<file path="config.mk">
export PLATFORM = sky130hd
export DESIGN_NAME = ssr_register_map
export DESIGN_NICKNAME = d
export VERILOG_FILES = /design/src/logic/ssr_pkg.sv /design/src/logic/ssr_register_map.sv
export SDC_FILE = /design/constraint.sdc
export NUM_CORES = 1
export LEC_CHECK = 0
export BUFFER_PORTS_ARGS = -buffer_cell sky130_fd_sc_hd__buf_4
export CAP_MARGIN = 40
export CORE_MARGIN = 2
export CORE_UTILIZATION = 30
export DETAILED_ROUTE_END_ITERATION = 8
export GPL_ROUTABILITY_DRIVEN = 0
export RECOVER_POWER = 50
export SYNTH_ARGS = -nofsm -noshare
export SYNTH_HDL_FRONTEND = slang
export SYNTH_SLANG_ARGS = --single-unit
</file>
<file path="constraint.sdc">
create_clock -name mclk_in -period 2.8 [get_ports mclk_in]
set_clock_uncertainty 0.2 [all_clocks]
set_input_delay 0.28 -clock mclk_in [delete_from_list [all_inputs] [get_ports mclk_in]]
set_output_delay 0.28 -clock mclk_in [all_outputs]
set_load 0.01 [all_outputs]
</file>
<file path="src/logic/ssr_pkg.sv">
// constants for the synthesizer serial register map
// How it works
// buffered fields go active on register 0 write
// divider select held only when buffer bit set
// lock pin follows two-bit lock pin setting
// register 0 holds whole and numerator values
// register 5 code 101, lock setting bits 23:22
// shift data in msb first on clock rise
// latch strobe rise copies word to selected register
// codes 110 and 111 change nothing
`default_nettype none
package ssr_pkg;
  localparam int WORD_W = 32;
  localparam int REG_COUNT = 6;
  localparam logic [2:0] SEL_LAST = 3'h5;
  localparam logic [31:0] REG_RESET = 32'h0000_0000;
  // register 0 fields
  localparam int WHOLE_MSB = 30;
  localparam int WHOLE_LSB = 15;
  localparam int NUMER_MSB = 14;
  localparam int NUMER_LSB = 3;
  // register 1 fields
  localparam int PHASE_MSB = 26;
  localparam int PHASE_LSB = 15;
  localparam int DENOM_MSB = 14;
  localparam int DENOM_LSB = 3;
  // register 2 fields
  localparam int DOUBLER_BIT = 25;
  localparam int HALVER_BIT = 24;
  localparam int REFCNT_MSB = 23;
  localparam int REFCNT_LSB = 14;
  localparam int COND_BUF_BIT = 13;
  localparam int PUMP_MSB = 12;
  localparam int PUMP_LSB = 9;
  // register 4 fields
  localparam int DIVSEL_MSB = 22;
  localparam int DIVSEL_LSB = 20;
  // register 5 fields
  localparam int LOCKSET_MSB = 23;
  localparam int LOCKSET_LSB = 22;
  localparam logic [1:0] LOCK_LOW0 = 2'h0;
  localparam logic [1:0] LOCK_DETECT = 2'h1;
  localparam logic [1:0] LOCK_LOW2 = 2'h2;
  localparam logic [1:0] LOCK_HIGH = 2'h3;
endpackage : ssr_pkg
`default_nettype wire

</file>
<file path="src/logic/ssr_register_map.sv">
// serial programming port and register bank of the synthesizer
`timescale 1ns/100ps
`default_nettype none
module ssr_register_map (
  input wire logic mclk_in,
  input wire logic resetn_in,
  input wire logic serial_clock_in,
  input wire logic serial_data_in,
  input wire logic latch_strobe_in,
  input wire logic lock_detect_in,
  output logic [15:0] whole_value_out,
  output logic [11:0] numerator_value_out,
  output logic [11:0] phase_value_out,
  output logic [11:0] denominator_value_out,
  output logic reference_doubler_out,
  output logic reference_halver_out,
  output logic [9:0] reference_count_out,
  output logic [3:0] pump_current_out,
  output logic [2:0] divider_select_out,
  output logic [31:0] prescaler_phase_modulus_out,
  output logic [31:0] reference_and_loop_control_out,
  output logic [31:0] clock_divider_control_out,
  output logic [31:0] output_stage_control_out,
  output logic [31:0] lock_pin_control_out,
  output logic lock_pin_out
);
  // two-stage synchronisers; stage one is read only by stage two
  logic [2:0] sync_a;
  logic [2:0] sync_b;
  logic sck_prev;
  logic le_prev;
  logic [31:0] shift_word;
  logic [31:0] bank [ssr_pkg::REG_COUNT];
  logic [31:0] act_r1;
  logic [31:0] act_r2;
  logic [2:0] act_divsel;
  logic [2:0] next_sync_a;
  logic [2:0] next_sync_b;
  logic next_sck_prev;
  logic next_le_prev;
  logic [31:0] next_shift_word;
  logic [31:0] next_bank [ssr_pkg::REG_COUNT];
  logic [31:0] next_act_r1;
  logic [31:0] next_act_r2;
  logic [2:0] next_act_divsel;
  logic sck_rise;
  logic le_rise;
  logic latch_ok;
  logic [2:0] sel;
  logic cond_buf;

  // output divider select field of a stored register 4 word
  function automatic logic [2:0] divsel_of(input logic [31:0] word);
    divsel_of = word[ssr_pkg::DIVSEL_MSB:ssr_pkg::DIVSEL_LSB];
  endfunction : divsel_of

  // true when an accepted strobe targets register idx
  function automatic logic write_hits(input logic ok, input logic [2:0] code,
    input logic [2:0] idx);
    write_hits = ok && (code == idx);
  endfunction : write_hits

  // next values of the synchronisers and the edge history
  always_comb
  begin
    next_sync_a = {latch_strobe_in, serial_data_in, serial_clock_in};
    next_sync_b = sync_a;
    next_sck_prev = sync_b[0];
    next_le_prev = sync_b[2];
  end

  // synchronise serial pins into the system clock
  // edge history resets low, the idle level of both pins, so no false edge
  always_ff @(posedge mclk_in or negedge resetn_in)
  begin
    if (!resetn_in)
    begin
      sync_a <= 3'h0;
      sync_b <= 3'h0;
      sck_prev <= 1'b0;
      le_prev <= 1'b0;
    end
    else
    begin
      sync_a <= next_sync_a;
      sync_b <= next_sync_b;
      sck_prev <= next_sck_prev;
      le_prev <= next_le_prev;
    end
  end

  assign sck_rise = sync_b[0] & ~sck_prev;
  assign le_rise = sync_b[2] & ~le_prev;
  assign sel = shift_word[2:0];
  // a strobe with code 110 or 111 is dropped here
  assign latch_ok = le_rise && (sel <= ssr_pkg::SEL_LAST);
  // the buffer bit is taken from the stored register 2 word
  assign cond_buf = bank[2][ssr_pkg::COND_BUF_BIT];

  // one write path per stored register; a refused code hits none
  for (genvar g = 0; g < ssr_pkg::REG_COUNT; g++)
  begin : g_bank
    always_comb
    begin
      next_bank[g] = bank[g];
      if (write_hits(latch_ok, sel, 3'(g)))
      begin
        next_bank[g] = shift_word;
      end
    end

    // stored words; no documented reset value, zero chosen
    always_ff @(posedge mclk_in or negedge resetn_in)
    begin
      if (!resetn_in)
      begin
        bank[g] <= ssr_pkg::REG_RESET;
      end
      else
      begin
        bank[g] <= next_bank[g];
      end
    end
  end

  // shift and double-buffer transfer
  always_comb
  begin
    next_shift_word = shift_word;
    next_act_r1 = act_r1;
    next_act_r2 = act_r2;
    next_act_divsel = act_divsel;
    if (sck_rise)
    begin
      next_shift_word = {shift_word[30:0], sync_b[1]}; // msb first
    end
    // a strobe rise and a clock rise together: strobe sees the old word
    // unbuffered divider select applies on its own load
    if (write_hits(latch_ok, sel, 3'h4) && !cond_buf)
    begin
      next_act_divsel = divsel_of(shift_word);
    end
    // register 0 write pushes all buffered fields live
    // the stored words at that moment are taken, not the incoming one
    if (write_hits(latch_ok, sel, 3'h0))
    begin
      next_act_r1 = bank[1];
      next_act_r2 = bank[2];
      next_act_divsel = divsel_of(bank[4]);
    end
  end

  always_ff @(posedge mclk_in or negedge resetn_in)
  begin
    if (!resetn_in)
    begin
      shift_word <= ssr_pkg::REG_RESET;
      act_r1 <= ssr_pkg::REG_RESET;
      act_r2 <= ssr_pkg::REG_RESET;
      act_divsel <= 3'h0;
    end
    else
    begin
      shift_word <= next_shift_word;
      act_r1 <= next_act_r1;
      act_r2 <= next_act_r2;
      act_divsel <= next_act_divsel;
    end
  end

  // register 0 fields apply directly
  assign whole_value_out = bank[0][ssr_pkg::WHOLE_MSB:ssr_pkg::WHOLE_LSB];
  assign numerator_value_out = bank[0][ssr_pkg::NUMER_MSB:ssr_pkg::NUMER_LSB];
  // buffered copies feed the active fields
  assign phase_value_out = act_r1[ssr_pkg::PHASE_MSB:ssr_pkg::PHASE_LSB];
  assign denominator_value_out = act_r1[ssr_pkg::DENOM_MSB:ssr_pkg::DENOM_LSB];
  assign reference_doubler_out = act_r2[ssr_pkg::DOUBLER_BIT];
  assign reference_halver_out = act_r2[ssr_pkg::HALVER_BIT];
  assign reference_count_out = act_r2[ssr_pkg::REFCNT_MSB:ssr_pkg::REFCNT_LSB];
  assign pump_current_out = act_r2[ssr_pkg::PUMP_MSB:ssr_pkg::PUMP_LSB];
  assign divider_select_out = act_divsel;
  assign prescaler_phase_modulus_out = bank[1];
  assign reference_and_loop_control_out = bank[2];
  assign clock_divider_control_out = bank[3];
  assign output_stage_control_out = bank[4];
  assign lock_pin_control_out = bank[5];

  // lock pin mux; lock detect comes from on-chip logic, same clock
  always_comb
  begin
    unique case (bank[5][ssr_pkg::LOCKSET_MSB:ssr_pkg::LOCKSET_LSB])
      ssr_pkg::LOCK_LOW0: lock_pin_out = 1'b0;
      ssr_pkg::LOCK_DETECT: lock_pin_out = lock_detect_in;
      ssr_pkg::LOCK_LOW2: lock_pin_out = 1'b0;
      ssr_pkg::LOCK_HIGH: lock_pin_out = 1'b1;
    endcase
  end
endmodule : ssr_register_map
`default_nettype wire

</file>
* Word level (Yosys, flattened, before mapping)
Cells that the tools add are included.
** Word-level totals
- Register bits after elaboration :: 287
- Bits of input ports :: 6
- Output and inout port bits :: 232
** Cells by class
- Order comparisons :: 1
- Equality and inequality tests :: 8
- Muxes and demuxes :: 3
- Bitwise gates (word level) :: 4
- Reduce and logical (&&, ||, !) cells :: 13
** Operators by type and width (count)
- $logic_and A1 B1 Y1 :: 8
- $eq A3 B2 Y1 const B :: 2
- $eq A3 B3 Y1 const B :: 2
- $mux W3 :: 2
- $eq A2 B2 Y1 const B :: 2
- $eq A3 B1 Y1 const B :: 1
- $le A3 B3 Y1 const B :: 1
- $logic_not A3 Y1 :: 1
- $pmux W1 S3 :: 1
- $and A1 B1 Y1 :: 2
- $eq A2 B1 Y1 const B :: 1
- $logic_not A2 Y1 :: 1
- $not A1 Y1 :: 2
- $reduce_bool A2 Y1 :: 1
- $reduce_or A2 Y1 :: 1
- $logic_not A1 Y1 :: 1

* Logic depth before layout (Yosys ltp)
- Word-level depth :: 7
- Depth in mapped cells :: 6
- Depth with buffers taken out :: 3

* Least setup slack after synthesis
No wires, ideal clock.
- Path type :: register to register
- Start point :: register shift_word[1]
- End point :: register bank (netlist bit numerator_value_out[10])
- Setup time :: 125 ps
- Data arrival time :: 1761 ps
- Data required time :: 2475 ps
- Path slack :: 714 ps
- Stages on the path, launching flop included :: 7
- Buffers on the path :: 3
- Period minus slack after synthesis :: 2086 ps
- Path through :: dfrtp_1 -> buf_6 -> or4b_4 -> nor2_8 -> buf_8 -> buf_12 -> mux2_4
** Between the ends
- Longest elaborated chain between the ends :: 3
- Elaborated cells between the ends (all ways) :: 4
** RTL lines
- start, declared :: line ssr_register_map.sv:32 : logic [31:0] shift_word;
- start signal, assigned :: line ssr_register_map.sv:157 : shift_word <= ssr_pkg::REG_RESET;
- start signal, assigned :: line ssr_register_map.sv:164 : shift_word <= next_shift_word;
- $le A3 B3 Y1 :: line ssr_register_map.sv:96 : assign latch_ok = le_rise && (sel <= ssr_pkg::SEL_LAST);
- $logic_and A1 B1 Y1 :: line ssr_register_map.sv:96
- $logic_and A1 B1 Y1 * :: line ssr_register_map.sv:60 : write_hits = ok && (code == idx);
- end signal, assigned by index :: line ssr_register_map.sv:117 : bank[g] <= ssr_pkg::REG_RESET;
- end signal, assigned by index :: line ssr_register_map.sv:121 : bank[g] <= next_bank[g];
- end, declared :: line ssr_register_map.sv:33 : logic [31:0] bank [ssr_pkg::REG_COUNT];
Every way passes the cells marked *; elsewhere a longest branch is shown, timed or not.
A chain may end at the register's enable or synchronous reset.

* Worst setup path in the final report
- Start point :: register shift_word[1]
- End point :: register act_r2[12]
** Between the ends
- Longest elaborated chain between the ends :: 3
- Elaborated cells between the ends (all ways) :: 4
** RTL lines
- $le A3 B3 Y1 :: line ssr_register_map.sv:96
- $logic_and A1 B1 Y1 :: line ssr_register_map.sv:96
- $logic_and A1 B1 Y1 * :: line ssr_register_map.sv:60
- end signal, assigned :: line ssr_register_map.sv:159 : act_r2 <= ssr_pkg::REG_RESET;
- end signal, assigned :: line ssr_register_map.sv:166 : act_r2 <= next_act_r2;
- end, declared :: line ssr_register_map.sv:35 : logic [31:0] act_r2;
Marks and branches as above.

==> results by group <==
Clocking
  – H-tree depth: 1
  – Clock sinks: about 270
  – Clk buf depth: 3
  – Clock root cell: clkbuf_16
  – CTS tree: yes
  – CTS Buf Count: 29
  – Clk slew on worst S/H paths: 0.06 ns
  – Worst-skew pair later-pin latency: about 0.54 ns
  – # Post-CTS Setup Buffers: 0

Finish
  – Fillers: ~3,300
  – P&R area growth vs syn: 30.0%
  – Post-Route Utilization: 0.394
  – Final Instance Count excl. Fillers: between 1,000 and 1,500
  – Fraction of layout cells with a size suffix above 1: 0.514
  – ANT cells: 0
  – # nets final: roughly 860

Synth
  – Most common cell in the netlist: dfrtp_1
  – EDFF count, synth: 0
  – Synthesized cell area: 0.0101 sq mm
  – Synth area leaders: dfrtp_1 67%, mux2_2 25%, mux2_4 3.0%
  – Top post-synthesis cells by count: 271 x dfrtp_1, 223 x mux2_2, 20 x mux2_4
  – Syn_area_per_cell: approximately 17 sq um
  – Predominant post-synthesis flop cell: dfrtp_1
  – Syn_nets: 594
  – Distinct cells, synth: 26
  – Yosys reg bits: 271
  – Share of the synthesized area in the top cell type: 0.671
  – Yosys warnings: 0
  – Sequential fraction of the synthesis area: 0.671
  – Async SR Flop Fraction: 1.00
  – Synth Instances: about 590
  – Post-synth top area cell: dfrtp_1

Critical path
  – CP max FO: 31
  – Slowest Stage Delay on Critical Path: around 0.63 ns
  – RR Endpoint: act_r2[12]
  – CP required: a little over 3 ns
  – Crit Path Category: flip-flop to flip-flop
  – CP cell instances: or4b_4 > nor2_8 > buf_12 > mux2_2
  – Crit-path slowest cell: or4b_4
  – R2r setup slk: between 0.4 and 0.5 ns
  – Worst r2r src: shift_word[1]
  – R2R depth: 4
  – CP endpoint kind: flip-flop
  – Startpoint class of the critical path: flip-flop
  – Critical path arrival: roughly 2.6 ns

STA
  – Slew @ Worst Pin: 1.38 ns
  – Final hold violations: 0
  – Final Setup Violations: 0
  – Final WS setup: 0.410 ns
  – Unrepaired setup endpoints after global routing: false
  – Maximum clock frequency: roughly 420 MHz
  – Slew Limit Fails: 0
  – Minimum clock period: about 2.4 ns
  – Fin crit share: 0.853
  – Max transition margin: 0.0814
  – Fin Setup TNS: 0 ns

Placed design
  – Port bufs: roughly 240
  – Cells after DPL: between 1,000 and 1,500
  – HPWL after DPL: ~16,000 microns
  – Worst Setup Slack post-DPL: 0.426 ns

Power
  – Clock power frac: 0.373
  – Combinational group share of total power: 0.161
  – Leak: around 0.0066 uW
  – Peak VDD IR: approximately 0.00053 V
  – Pwr/cell area: 819 mW/mm^2
  – Int Power: 7890 uW
  – Sw Share: 0.267
  – P_sw: ~2900 uW
  – Total Power: between 10,000 and 15,000 uW
  – Flop pwr share: 0.467

GRT
  – Vias in the first global route: between 6,000 and 7,000
  – Largest net degree at the start of global routing: slightly above 70
  – Initial antenna violation count: 1
  – Global-route wire length before repair: 38,200 microns
  – GR Util All Layers: 0.138
  – Global route total overflow: 0

Floorplan
  – Num ports: approximately 240
  – Initial Util: 0.303
  – Rows: 67
  – Core area: ~0.033 sq mm
  – Die area: approximately 0.035 sq mm
  – Die boundary height: about 190 microns
  – Chip Width: 188 microns

Route
  – DRC viols: 0
  – TritonRoute pass-1 iters: 4
  – Routed length per instance: 18.3 microns
  – Vias: 5,870
  – Vias per cell: 4.44
  – DR iter-0 viols: about 190
  – Detail Route Antenna Nets: 0
  – Total Wirelength: between 20,000 and 25,000 microns

Worst hold path
  – Hold path start: next_sync_b[2]
  – Hold Path Stages: 0
  – Hold WC Path Type: flip-flop to flip-flop
  – Worst Hold End: sync_b[2]

Status
  – Status: complete, no violations

Run
  – Maxcap violations: 0
power groups by stage:
stage,logic (uW),clock network (uW),registers (uW)
floorplan,728,0,5170
global placement,1990,0,5070
detailed placement,2000,0,5100
CTS,2010,4150,5050
global route,1890,4290,5130
finish,1730,4010,5030
layout make-up:
| cell class | instances | area (sq um) | area share |
|---|---|---|---|
| Clock buffer | 43 | 858 | 0.0653 |
| Clock inverter | 9 | 153 | 0.0116 |
| Multi-Input combinational cell | 288 | 3160 | 0.240 |
| Sequential cell | 271 | 6780 | 0.516 |
| Tap cell | 448 | 561 | 0.0427 |
| Timing Repair Buffer | 262 | 1630 | 0.124 |
critical path: cells and delay by family, from the launching register on:
family / cells / cell delay [ns]
AND/OR/NAND/NOR: 2 / 0.93
flip-flops: 1 / 0.48
multiplexers: 1 / 0.37
buffers and inverters: 1 / 0.26
flip-flops by register name, indices dropped and copies added (netlist names):
register	cells
act_r1	24
sck_prev	1
numerator_value_out	12
sync_b	3
lock_pin_control_out	32
whole_value_out	16
shift_word	32
act_r2	16
clock_divider_control_out	32
reference_and_loop_control_out	32
divider_select_out	3
next_sync_b	3
output_stage_control_out	32
prescaler_phase_modulus_out	32
le_prev	1
kinds of logic (layout without fill, tap and decap cells):
kind of cell,Yosys count,after routing,synth area share
flops,271,271,0.671
simple gates,42,42,0.0290
mux,245,245,0.280
compound gates,1,1,0.000743
buf+inv,29,314,0.0189
layout by cell type, fill, tap and decap left out, drive strengths merged:
master / netlist / layout
and2: 6 / 6
buf: 24 / 142
bufinv: 0 / 4
clkbuf: 5 / 159
clkinv: 0 / 4
dfrtp: 271 / 271
dlygate4sd3: 0 / 4
inv: 0 / 1
mux2: 245 / 245
nand2: 3 / 3
nand2b: 3 / 3
nand3: 6 / 6
nand3b: 6 / 6
nand4: 3 / 3
nor2: 1 / 1
nor2b: 4 / 4
nor3b: 3 / 3
nor4b: 1 / 1
o21a: 1 / 1
or2: 4 / 4
or3: 1 / 1
or4b: 1 / 1
worst max path at each step:
| stage | startpoint | to | cells after the start | slack (ns) |
|---|---|---|---|---|
| after floorplan | shift_word[1] | numerator_value_out[10] | 6 | 0.71 |
| after global placement | shift_word[1] | act_r1[12] | 4 | 0.46 |
| after detailed placement | shift_word[1] | act_r2[14] | 4 | 0.43 |
| after CTS | shift_word[1] | act_r2[12] | 4 | 0.40 |
| after global routing | resetn_in | output_stage_control_out[9] | 3 | 0.21 |
| final | shift_word[1] | act_r2[12] | 4 | 0.41 |
per-stage QoR:
step                      hold slack, ns  cell area (sq um)
after floorplan                   -0.216              10100
after global placement            0.0336              12500
after detailed placement          0.0390              12500
after CTS                         0.0447              13600
after global routing               0.154              13100
final                              0.148              13100
metal layers:
metal / share of wire / routed length, microns / GRT usage
met5: 0.00066 / 16 / 0
met2: 0.45 / 11000 / 0.216
met3: 0.081 / 1960 / 0.0464
met4: 0.018 / 446 / 0.0291
met1: 0.45 / 10800 / 0.186
timing repair:
| item | 4_1_cts | 5_1_grt |
|---|---|---|
| hold endpoints to repair | 274 | 0 |
| hold buffers | 4 | 0 |
| resized for setup | 0 | 0 |
Note: power is estimated with default switching activity, not from simulation.
